**src/rtl/sgf_pkg.sv**
```systemverilog
package sgf_pkg;

    // ----------------------------------------------------------------
    // register map
    // ----------------------------------------------------------------
    localparam logic [7:0] SGF_FLOW_OFS = 8'h03;
    localparam logic [7:0] SGF_SIZE_OFS = 8'h04;

    // first register fields
    localparam int SGF_F_PASS_ALL = 7;
    localparam int SGF_F_RSVD = 6;
    localparam int SGF_F_TX_PAUSE = 5;
    localparam int SGF_F_RX_PAUSE = 4;
    localparam int SGF_F_LEN_CHK = 3;
    localparam int SGF_F_AGE_EN = 2;
    localparam int SGF_F_FAST_AGE = 1;
    localparam int SGF_F_AGGR_BO = 0;

    // second register fields
    localparam int SGF_S_VLAN_STRICT = 7;
    localparam int SGF_S_BCAST_ONLY = 6;
    localparam int SGF_S_BP_CARRIER = 5;
    localparam int SGF_S_FAIR = 4;
    localparam int SGF_S_NO_COLL_DROP = 3;
    localparam int SGF_S_HUGE = 2;
    localparam int SGF_S_LEGAL_SIZE = 1;
    localparam int SGF_S_PRIO_RSV = 0;

    // reset values; legal size bit is replaced by the strap level
    localparam logic [7:0] SGF_FLOW_RST = 8'h34;
    localparam logic [7:0] SGF_SIZE_RST = 8'hf1;

    // ----------------------------------------------------------------
    // frame sizes and counts
    // ----------------------------------------------------------------
    localparam logic [15:0] SGF_LEN_TYPE_MAX = 16'h05dc;  // 1500
    localparam logic [15:0] SGF_MIN_PAYLOAD = 16'h002e;   // 46
    localparam logic [15:0] SGF_HDR_UNTAG = 16'h0012;     // 18: da, sa, type, fcs
    localparam logic [15:0] SGF_HDR_TAG = 16'h0016;       // 22 with the vlan tag
    localparam logic [10:0] SGF_HUGE_MAX = 11'h77c;       // 1916
    localparam logic [10:0] SGF_DEF_MAX = 11'h600;        // 1536
    localparam logic [10:0] SGF_TAG_MAX = 11'h5f2;        // 1522
    localparam logic [10:0] SGF_UNTAG_MAX = 11'h5ee;      // 1518
    localparam logic [5:0] SGF_PRIO_BUFS = 6'h30;         // 48
    localparam logic [4:0] SGF_EXCESS_COLL = 5'h10;       // 16
    localparam int SGF_DA_MCAST_BIT = 40;

    // ----------------------------------------------------------------
    // timing
    // ----------------------------------------------------------------
    localparam longint SGF_CLK_HZ = 64'h0131_2d00;     // 20 MHz
    localparam longint SGF_FAST_AGE_US = 64'h0320;     // 800 us
    localparam longint SGF_NORM_AGE_S = 64'h00c8;      // 200 s
    localparam longint SGF_FAST_AGE_CYC = SGF_FAST_AGE_US * SGF_CLK_HZ / 64'h000f_4240;
    localparam longint SGF_NORM_AGE_CYC = SGF_NORM_AGE_S * SGF_CLK_HZ;

endpackage

```
**src/rtl/sgf_global_ctrl.sv**
```systemverilog
`timescale 1ns/100ps
module sgf_global_ctrl #(
    parameter logic [31:0] FAST_AGE_CYCLES = 32'(sgf_pkg::SGF_FAST_AGE_CYC),
    parameter logic [31:0] NORM_AGE_CYCLES = 32'(sgf_pkg::SGF_NORM_AGE_CYC)
) (
    input wire logic clock_i,
    input wire logic reset_i,
    input wire logic size_check_strap_pin_i,
    // register port
    input wire logic [7:0] reg_addr_i,
    input wire logic reg_wr_i,
    input wire logic [7:0] reg_wdata_i,
    input wire logic reg_rd_i,
    output logic [7:0] reg_rdata_o,
    output logic reg_rvalid_o,
    // modes from elsewhere in the switch
    input wire logic sniffer_mode_i,
    input wire logic multi_queue_i,
    // frame size and length check request
    input wire logic frm_valid_i,
    input wire logic [10:0] frm_len_i,
    input wire logic frm_tagged_i,
    input wire logic [15:0] frm_len_type_i,
    input wire logic frm_bad_i,
    output logic frm_done_o,
    output logic frm_drop_o,
    // storm regulation qualifier
    input wire logic storm_valid_i,
    input wire logic [47:0] storm_da_i,
    output logic storm_count_o,
    // port-vlan forwarding
    input wire logic fwd_valid_i,
    input wire logic fwd_known_uc_i,
    input wire logic fwd_same_vlan_i,
    output logic fwd_done_o,
    output logic fwd_allow_o,
    // excessive collision and fair mode
    input wire logic coll_valid_i,
    input wire logic [4:0] coll_cnt_i,
    output logic coll_drop_o,
    output logic coll_retry_o,
    input wire logic contention_i,
    output logic drop_nonfc_o,
    output logic throttle_fc_o,
    // aging
    output logic age_tick_o,
    // configuration levels
    output logic pass_all_o,
    output logic tx_pause_en_o,
    output logic rx_pause_en_o,
    output logic aggr_backoff_o,
    output logic mirror_allowed_o,
    output logic bp_carrier_o,
    output logic [5:0] rsv_hi_bufs_o
);
    import sgf_pkg::*;

    // ----------------------------------------------------------------
    // state
    // ----------------------------------------------------------------
    typedef struct packed {
        logic [7:0] flow;
        logic [7:0] size;
        logic [7:0] rdata;
        logic rvalid;
        logic frm_done;
        logic frm_drop;
        logic storm;
        logic fwd_done;
        logic fwd_allow;
        logic coll_drop;
        logic coll_retry;
        logic drop_nonfc;
        logic throttle_fc;
        logic [31:0] age_cnt;
        logic age_tick;
        logic pass_all;
        logic mirror_ok;
        logic [5:0] rsv_bufs;
    } sgf_state_s;

    sgf_state_s state_ff;
    sgf_state_s nxt_state;

    logic [10:0] max_len;
    logic [15:0] exp_len;
    logic [15:0] payload;
    logic too_long;
    logic len_bad;
    logic [31:0] age_period;

    // ----------------------------------------------------------------
    // frame limits
    // ----------------------------------------------------------------
    // size limit chosen by the huge and legal size bits
    always_comb begin
        if (state_ff.size[SGF_S_HUGE]) begin
            max_len = SGF_HUGE_MAX;
        end else if (state_ff.size[SGF_S_LEGAL_SIZE]) begin
            max_len = frm_tagged_i ? SGF_TAG_MAX : SGF_UNTAG_MAX;
        end else begin
            max_len = SGF_DEF_MAX;
        end
        too_long = frm_len_i > max_len;
        // padded frames carry at least the minimum payload
        payload = (frm_len_type_i < SGF_MIN_PAYLOAD) ? SGF_MIN_PAYLOAD : frm_len_type_i;
        exp_len = payload + (frm_tagged_i ? SGF_HDR_TAG : SGF_HDR_UNTAG);
        len_bad = state_ff.flow[SGF_F_LEN_CHK] && (frm_len_type_i < SGF_LEN_TYPE_MAX)
            && (exp_len != {5'h00, frm_len_i});
        age_period = state_ff.flow[SGF_F_FAST_AGE] ? FAST_AGE_CYCLES
            : NORM_AGE_CYCLES;
    end

    // ----------------------------------------------------------------
    // next state
    // ----------------------------------------------------------------
    always_comb begin
        nxt_state = state_ff;
        nxt_state.rvalid = 1'b0;
        nxt_state.frm_done = 1'b0;
        nxt_state.frm_drop = 1'b0;
        nxt_state.storm = 1'b0;
        nxt_state.fwd_done = 1'b0;
        nxt_state.fwd_allow = 1'b0;
        nxt_state.coll_drop = 1'b0;
        nxt_state.coll_retry = 1'b0;
        nxt_state.age_tick = 1'b0;

        // register writes take effect on the next edge
        if (reg_wr_i && reg_addr_i == SGF_FLOW_OFS) begin
            nxt_state.flow = reg_wdata_i;
        end
        if (reg_wr_i && reg_addr_i == SGF_SIZE_OFS) begin
            nxt_state.size = reg_wdata_i;
        end

        // read answer one cycle after the strobe; unmapped reads zero
        if (reg_rd_i) begin
            nxt_state.rvalid = 1'b1;
            unique case (reg_addr_i)
                SGF_FLOW_OFS: nxt_state.rdata = state_ff.flow;
                SGF_SIZE_OFS: nxt_state.rdata = state_ff.size;
                default: nxt_state.rdata = 8'h00;
            endcase
        end

        // frame acceptance; bad frames pass only in debug sniffing
        if (frm_valid_i) begin
            nxt_state.frm_done = 1'b1;
            nxt_state.frm_drop = too_long || len_bad
                || (frm_bad_i && !state_ff.pass_all);
        end

        // storm regulation counts broadcast, optionally multicast
        if (storm_valid_i) begin
            nxt_state.storm = (&storm_da_i) || (!state_ff.size[SGF_S_BCAST_ONLY]
                && storm_da_i[SGF_DA_MCAST_BIT]);
        end

        // port-vlan crossing
        if (fwd_valid_i) begin
            nxt_state.fwd_done = 1'b1;
            nxt_state.fwd_allow = fwd_same_vlan_i
                || (!state_ff.size[SGF_S_VLAN_STRICT] && fwd_known_uc_i);
        end

        // excessive collisions
        if (coll_valid_i && coll_cnt_i >= SGF_EXCESS_COLL) begin
            nxt_state.coll_drop = !state_ff.size[SGF_S_NO_COLL_DROP];
            nxt_state.coll_retry = state_ff.size[SGF_S_NO_COLL_DROP];
        end

        // fair mode under contention for one destination
        nxt_state.drop_nonfc = contention_i && state_ff.size[SGF_S_FAIR];
        nxt_state.throttle_fc = contention_i && !state_ff.size[SGF_S_FAIR];

        // aging timer; stopped and cleared while aging is off
        if (!state_ff.flow[SGF_F_AGE_EN]) begin
            nxt_state.age_cnt = 32'h0000_0000;
        end else if (state_ff.age_cnt + 32'h0000_0001 >= age_period) begin
            nxt_state.age_cnt = 32'h0000_0000;
            nxt_state.age_tick = 1'b1;
        end else begin
            nxt_state.age_cnt = state_ff.age_cnt + 32'h0000_0001;
        end

        // derived levels
        nxt_state.pass_all = state_ff.flow[SGF_F_PASS_ALL] && sniffer_mode_i;
        nxt_state.mirror_ok = state_ff.size[SGF_S_VLAN_STRICT];
        nxt_state.rsv_bufs = (state_ff.size[SGF_S_PRIO_RSV] && multi_queue_i)
            ? SGF_PRIO_BUFS : 6'h00;

        // synchronous reset; size check bit follows the strap
        if (reset_i) begin
            nxt_state = '0;
            nxt_state.flow = SGF_FLOW_RST;
            nxt_state.size = SGF_SIZE_RST;
            nxt_state.size[SGF_S_LEGAL_SIZE] = size_check_strap_pin_i;
        end
    end

    // state register
    always_ff @(posedge clock_i) begin
        state_ff <= nxt_state;
    end

    // ----------------------------------------------------------------
    // outputs
    // ----------------------------------------------------------------
    assign reg_rdata_o = state_ff.rdata;
    assign reg_rvalid_o = state_ff.rvalid;
    assign frm_done_o = state_ff.frm_done;
    assign frm_drop_o = state_ff.frm_drop;
    assign storm_count_o = state_ff.storm;
    assign fwd_done_o = state_ff.fwd_done;
    assign fwd_allow_o = state_ff.fwd_allow;
    assign coll_drop_o = state_ff.coll_drop;
    assign coll_retry_o = state_ff.coll_retry;
    assign drop_nonfc_o = state_ff.drop_nonfc;
    assign throttle_fc_o = state_ff.throttle_fc;
    assign age_tick_o = state_ff.age_tick;
    assign pass_all_o = state_ff.pass_all;
    assign tx_pause_en_o = state_ff.flow[SGF_F_TX_PAUSE];
    assign rx_pause_en_o = state_ff.flow[SGF_F_RX_PAUSE];
    assign aggr_backoff_o = state_ff.flow[SGF_F_AGGR_BO];
    assign bp_carrier_o = state_ff.size[SGF_S_BP_CARRIER];
    assign mirror_allowed_o = state_ff.mirror_ok;
    assign rsv_hi_bufs_o = state_ff.rsv_bufs;

endmodule

```
**config.mk**
```make
export PLATFORM = sky130hd
export DESIGN_NAME = sgf_global_ctrl
export DESIGN_NICKNAME = d
export VERILOG_FILES = /design/src/rtl/sgf_pkg.sv /design/src/rtl/sgf_global_ctrl.sv
export SDC_FILE = /design/constraint.sdc
export NUM_CORES = 1
export LEC_CHECK = 0
export ABC_CLOCK_PERIOD_IN_PS = 7450
export BUFFER_PORTS_ARGS = -buffer_cell sky130_fd_sc_hd__buf_2
export CORE_ASPECT_RATIO = 0.5
export CORE_MARGIN = 1
export CORE_UTILIZATION = 53
export CTS_CLUSTER_DIAMETER = 150
export DETAILED_ROUTE_END_ITERATION = 8
export HOLD_SLACK_MARGIN = 0.02
export PLACE_DENSITY = 0.87
export SETUP_SLACK_MARGIN = 0.4
export SYNTH_ARGS = -nofsm -noshare
export SYNTH_HDL_FRONTEND = slang
export SYNTH_SLANG_ARGS = --single-unit
```
**constraint.sdc**
```tcl
create_clock -name clock_i -period 7.45 [get_ports clock_i]
set_input_delay 0 -clock clock_i [delete_from_list [all_inputs] [get_ports clock_i]]
set_output_delay 0 -clock clock_i [all_outputs]
set_load 0.005 [all_outputs]
```
* After elaboration in Yosys (flattened, before gate mapping) *
Index checks and enable logic that the tools add are counted.

storage, ports and cells
  logic and storage cells = 82
  register bits = 75
  bits of input ports = 112
  output and inout port bits = 31

operators by class
  add/subtract/negate cells = 2
  equal/unequal tests = 3
  mux-type cells = 19
  reductions and logical operators = 29
  bitwise operators = 5
  $lt $le $gt $ge = 5

operators with widths
  cell                                                          count
  two-way mux 32 bit                                            3
  two-way mux 61 bit                                            1
  AND reduction 48 bit                                          1
  adder 32 x 1 -> 32 bit, second input constant                 1
  >= comparator 32 bit                                          1
  two-way mux 10 bit                                            2
  adder 16 x 5 -> 16 bit                                        1
  less-than comparator 16 x 11 -> 1 bit, second input constant  1
  less-than comparator 16 x 6 -> 1 bit, second input constant   1
  two-way mux 16 bit                                            1
  inequality test 16 x 11 -> 1 bit                              1
  case mux 8 bit (2 select lines)                               1
  logical AND 1 bit                                             12
  > comparator 11 bit                                           1
  OR reduction 2 bit                                            5
  two-way mux 9 bit                                             1
  equality test 8 x 2 -> 1 bit, second input constant           1
  equality test 8 x 3 -> 1 bit, second input constant           1
  two-way mux 2 bit                                             4
  two-way mux 6 bit                                             1
  >= comparator 5 bit, second input constant                    1
  logical NOT 1 bit                                             5
  two-way mux 5 bit                                             1
  NOT 1 bit                                                     5
  5 further kinds                                               10

* Logic depth before layout (Yosys ltp) *
  word-level depth = 9
  mapped depth = 17
  gate-level depth less buffers = 14

* Least setup slack after synthesis *
Ideal clock, no wire load.

  path kind = register to register
  start = reg state_ff[9] in the netlist's numbering
  end = reg state_ff[16] in the netlist's numbering
  cell stages (with the launch flop) = 17
  path buffers = 2
  path slack = 3.770 ns
  data arrival time = 3.576 ns
  period minus slack after synthesis = 3.680 ns
  data required time = 7.347 ns
  library setup time = 0.103 ns
  cells stage by stage = dfxtp_1 > ha_1 > nand4_1 > or4_1 > buf_2 > nor2_1 > nand3_1 > xnor2_1 > ha_1 > a211oi_1 > o211ai_1 > nor4_1 > a31oi_1 > nor3_2 > o211ai_2 > buf_6 > a2111oi_2

on the way
  word-level cells in the longest chain between the ends = 3

RTL lines
  what                          line                                            source
  from (decl)                   sgf_global_ctrl.sv:82                           sgf_state_s state_ff;
  from (signal assigned)        sgf_global_ctrl.sv:204                          state_ff <= nxt_state;
  adder 32 x 1 -> 32 bit (*)    sgf_global_ctrl.sv:180, sgf_global_ctrl.sv:184
  >= comparator 32 bit          sgf_global_ctrl.sv:180                          end else if (state_ff.age_cnt + 32'h0000_0001 >= age_period) begin
  OR reduction 3 bit (no line)  -

Every way passes the cells marked *; elsewhere a longest branch is shown, timed or not.
A chain may end at the register's enable or synchronous reset.

* Worst setup path in the final report *
  start = reg state_ff[9] in the netlist's numbering
  end = reg state_ff[12] in the netlist's numbering

Same word-level chain as after synthesis.

==> parameters.txt <==
Parameter                              Value

Clock tree
  Count of cells resized by post-cts repair    0
  Hold-fix buffers at CTS    21
  Clock transition at the registers of the reported paths    60 ps
  CTS tree    done
  H-Tree Level Count    3
  CTS root buffer    clkbuf_16
  Number of buffers added for setup after CTS    0
  Worst-skew pair later-pin latency    350 ps
  Buffers from clock root to sink, at most    2
  Number of clock sinks    70
  Num CTS Buffers    9

Placed design
  Total placed cells including tap cells    806
  Detailed Place HPWL    9.39 mm
  Placer's final routability congestion estimate    0.962
  Total of buffers placed on input and output ports    134

Floorplan
  Die area    9520 um^2
  Vertical die dimension    69.5 um
  Site Rows    24
  Core footprint    8770 um^2
  Die W    137 um
  Number of top-level pins    143
  Initial core utilization    55.1%

Pwr
  Clock power share    45.2%
  Static Leakage    2.48 nW
  Switching share of total power    25.5%
  P per Cell Area    155 nW/um^2
  Logic gate share of total power    12.9%
  Fraction of power consumed by sequential logic    41.9%
  Total power of the final layout    0.000924 W
  Internal power summed over all cells    0.000688 W
  Switching power total    0.000235 W
  Peak VDD IR    0.133 mV

Timing
  Period utilisation layout    60.8%
  Final worst clock skew    9.40 ps
  Min Tclk post-route    4530 ps
  Slew headroom    31.7%
  Final Hold Violating Endpoints    0
  Max-slew violation count    0
  Setup repair after global routing missed its margin    false
  Final total negative setup slack    0 ps
  Max Fclk    0.221 GHz
  Setup violation total in the final timing report    0
  Pin slew with the least headroom to its limit    1020 ps

Worst setup path
  Worst setup path startpoint    state_ff[9]
  Minimum setup slack among reg-to-reg paths    2920 ps
  Critical R2R Capture    state_ff[12]
  Depth of the worst register-to-register path    14
  Critical path's largest stage delay    640 ps
  Most frequent CP cell    ha_1
  Cell-by-cell listing of the critical path    ha_1 -> nand4_1 -> or4_1 -> nor2_1 -> nand3_1 -> xnor2_1 -> ha_1 -> a211oi_1 -> o211ai_1 -> nor4_1 -> a31oi_1 -> nor3_2 -> o211ai_2 -> a2111oi_0
  Critical path data required time    7660 ps
  Worst setup path endpoint    state_ff[12]
  WP data arrival    4740 ps
  Reg2reg start    state_ff[9]
  Kind of capture point of the worst setup path    flip-flop
  Cell type of the slowest stage on the worst timing path    or4_1
  Biggest fanout along the worst timing path    13
  Critical Path Start Type    flip-flop
  Crit Path Class    reg2reg
  Levels on crit path    14
  Buffering stage count on the worst path with inverters included    0
  Cell family contributing the most delay on the critical path    simple AND/OR/NAND/NOR gates

Global routing
  Global Route Usage Sum    28.1%
  Total global routing overflow    0
  Global-route wire length before repair    21.4 mm
  Vias in the first global route    4695
  Number of antenna violations at the first check in global routing    0
  Largest net degree at the start of global routing    39

Finish
  Fraction of layout instances using a drive strength above 1    25.2%
  Area delta synth->final    23.1%
  Register with the most flip-flops    state_ff
  Cell Count, Final, Fillers Out    843
  Ant diodes    0
  Max reg flops    44
  Number of filler cells placed in the layout    700
  Nets    861

Synth
  Dominant cells by area after synthesis    dfxtp_1 29%, ha_1 7.0%, nand2_1 5.5%
  Synthesis-stage register bit count    70
  Number of cells produced by synthesis    591
  Share of synthesized area occupied by flip-flops and latches    29.2%
  Fraction of registers with async set or reset after synthesis    0%
  Synth top area share    28.6%
  Number of flops mapped to enable cells by yosys    1
  Synthesized cell area    4830 um^2
  Average size of a mapped cell    8.17 um^2
  Largest area contributor in the synthesized netlist    dfxtp_1
  Yosys warning total    0
  Main flop type after synthesis    dfxtp_1
  Distinct cell type count of the synthesized netlist    66

Route
  DR pass1 iterations    5
  Post-route DRC violation count    0
  Average routed wire per standard cell    15.6 um
  Drt via density    5.93
  1st-iter DRT viols    372
  Via total after detailed routing    5000
  Wire length after detailed routing    13.1 mm
  Routed Antenna Nets    0

Flow run
  Number of maximum-capacitance constraint violations    0

Run status
  Status    finished clean

Hold path
  Worst hold-check path type    in2reg
cells in the mapped netlist, types with 12 or more instances:
cell type,instances
nand2_1,71
dfxtp_1,69
a21oi_1,36
nand3_1,31
nor2_1,31
ha_1,27
nand4_1,25
xnor2_1,24
clkbuf_1,17
buf_4,15
a211oi_1,13
inv_1,13
nor3_1,13
o21ai_0,13
and3_1,12
metal layers:
metal	vias to the layer above	global-route usage, %	routed length [um]
met5	-	0	0
met4	0	11.7	316
met3	31	6.51	909
met2	184	48.0	6420
met1	2349	33.7	5480
li1	2436	-	-
tightest hold or removal path, delay by kind of cell:
family,cells,cell delay (ps)
and+or+nand+nor,3,200
AOI/OAI and AO/OA,1,90
buffers and inverters,1,80
cells in the final DEF, fill, tap and decap left out, types with 10 or more instances in the layout:
| cell | instances |
|---|---|
| a211oi_1 | 13 |
| xnor2_1 | 24 |
| nand2_1 | 71 |
| nor2_1 | 31 |
| a21oi_2 | 11 |
| ha_1 | 27 |
| dfxtp_1 | 69 |
| nand4_1 | 25 |
| a21oi_1 | 36 |
| nor3_1 | 12 |
| o21ai_0 | 13 |
| and3_1 | 12 |
| inv_1 | 13 |
| nand3_1 | 31 |
| dlygate4sd3_1 | 21 |
| buf_2 | 134 |
| xor2_1 | 10 |
| clkbuf_16 | 10 |
| nand2b_1 | 11 |
layout make-up:
class,count,area (um^2),area share (%)
clock buffers,11,254,4.28
clock inverters,5,42.5,0.716
inverters,13,48.8,0.821
multi-input cells,467,3120,52.5
flip-flops and latches,70,1410,23.8
well taps,117,146,2.46
repair buffers,160,918,15.5
how the worst min path moves through the flow:
stage                   startpoint           end  slack (ps)  cells after the start
detailed placement  reg_wdata_i[4]  state_ff[63]         230                      3
global route              reg_rd_i  reg_rvalid_o          90                      2
global placement    reg_wdata_i[4]  state_ff[63]         220                      3
CTS                      frm_bad_i    frm_drop_o          50                      5
floorplan           reg_wdata_i[5]  bp_carrier_o         120                      2
finish                   frm_bad_i    frm_drop_o          50                      5
kinds of logic (layout without fill, tap and decap cells):
logic type	after synthesis	after routing	share of synthesized area (%)
buf+inv	57	189	6.48
simple gates	262	262	30.2
compound gates	136	136	19.8
fa+ha+maj	28	28	7.41
flops	70	70	29.2
other cells	1	4	0.0777
mux	3	3	0.622
xor+xnor	34	34	6.17
power by group through the flow:
stage                      logic, W  clock network, W  registers, W
after global routing       0.000131          0.000440      0.000388
final                      0.000119          0.000417      0.000387
after CTS                  0.000117          0.000424      0.000387
after detailed placement   0.000108                 0      0.000395
after floorplan           0.0000635                 0      0.000394
after global placement     0.000104                 0      0.000395
through the flow:
step	instance area [um^2]	util [%]	hold slack, ps	setup slack (ps)
after floorplan	4840	-	124	3770
after global placement	5430	62.0	225	3170
after detailed placement	5430	62.0	230	3040
after CTS	5940	67.8	48.2	2990
after global routing	5940	67.8	90.9	2390
final	5940	67.8	49.8	2920
No activity file was read; power rests on OpenSTA's default activity.
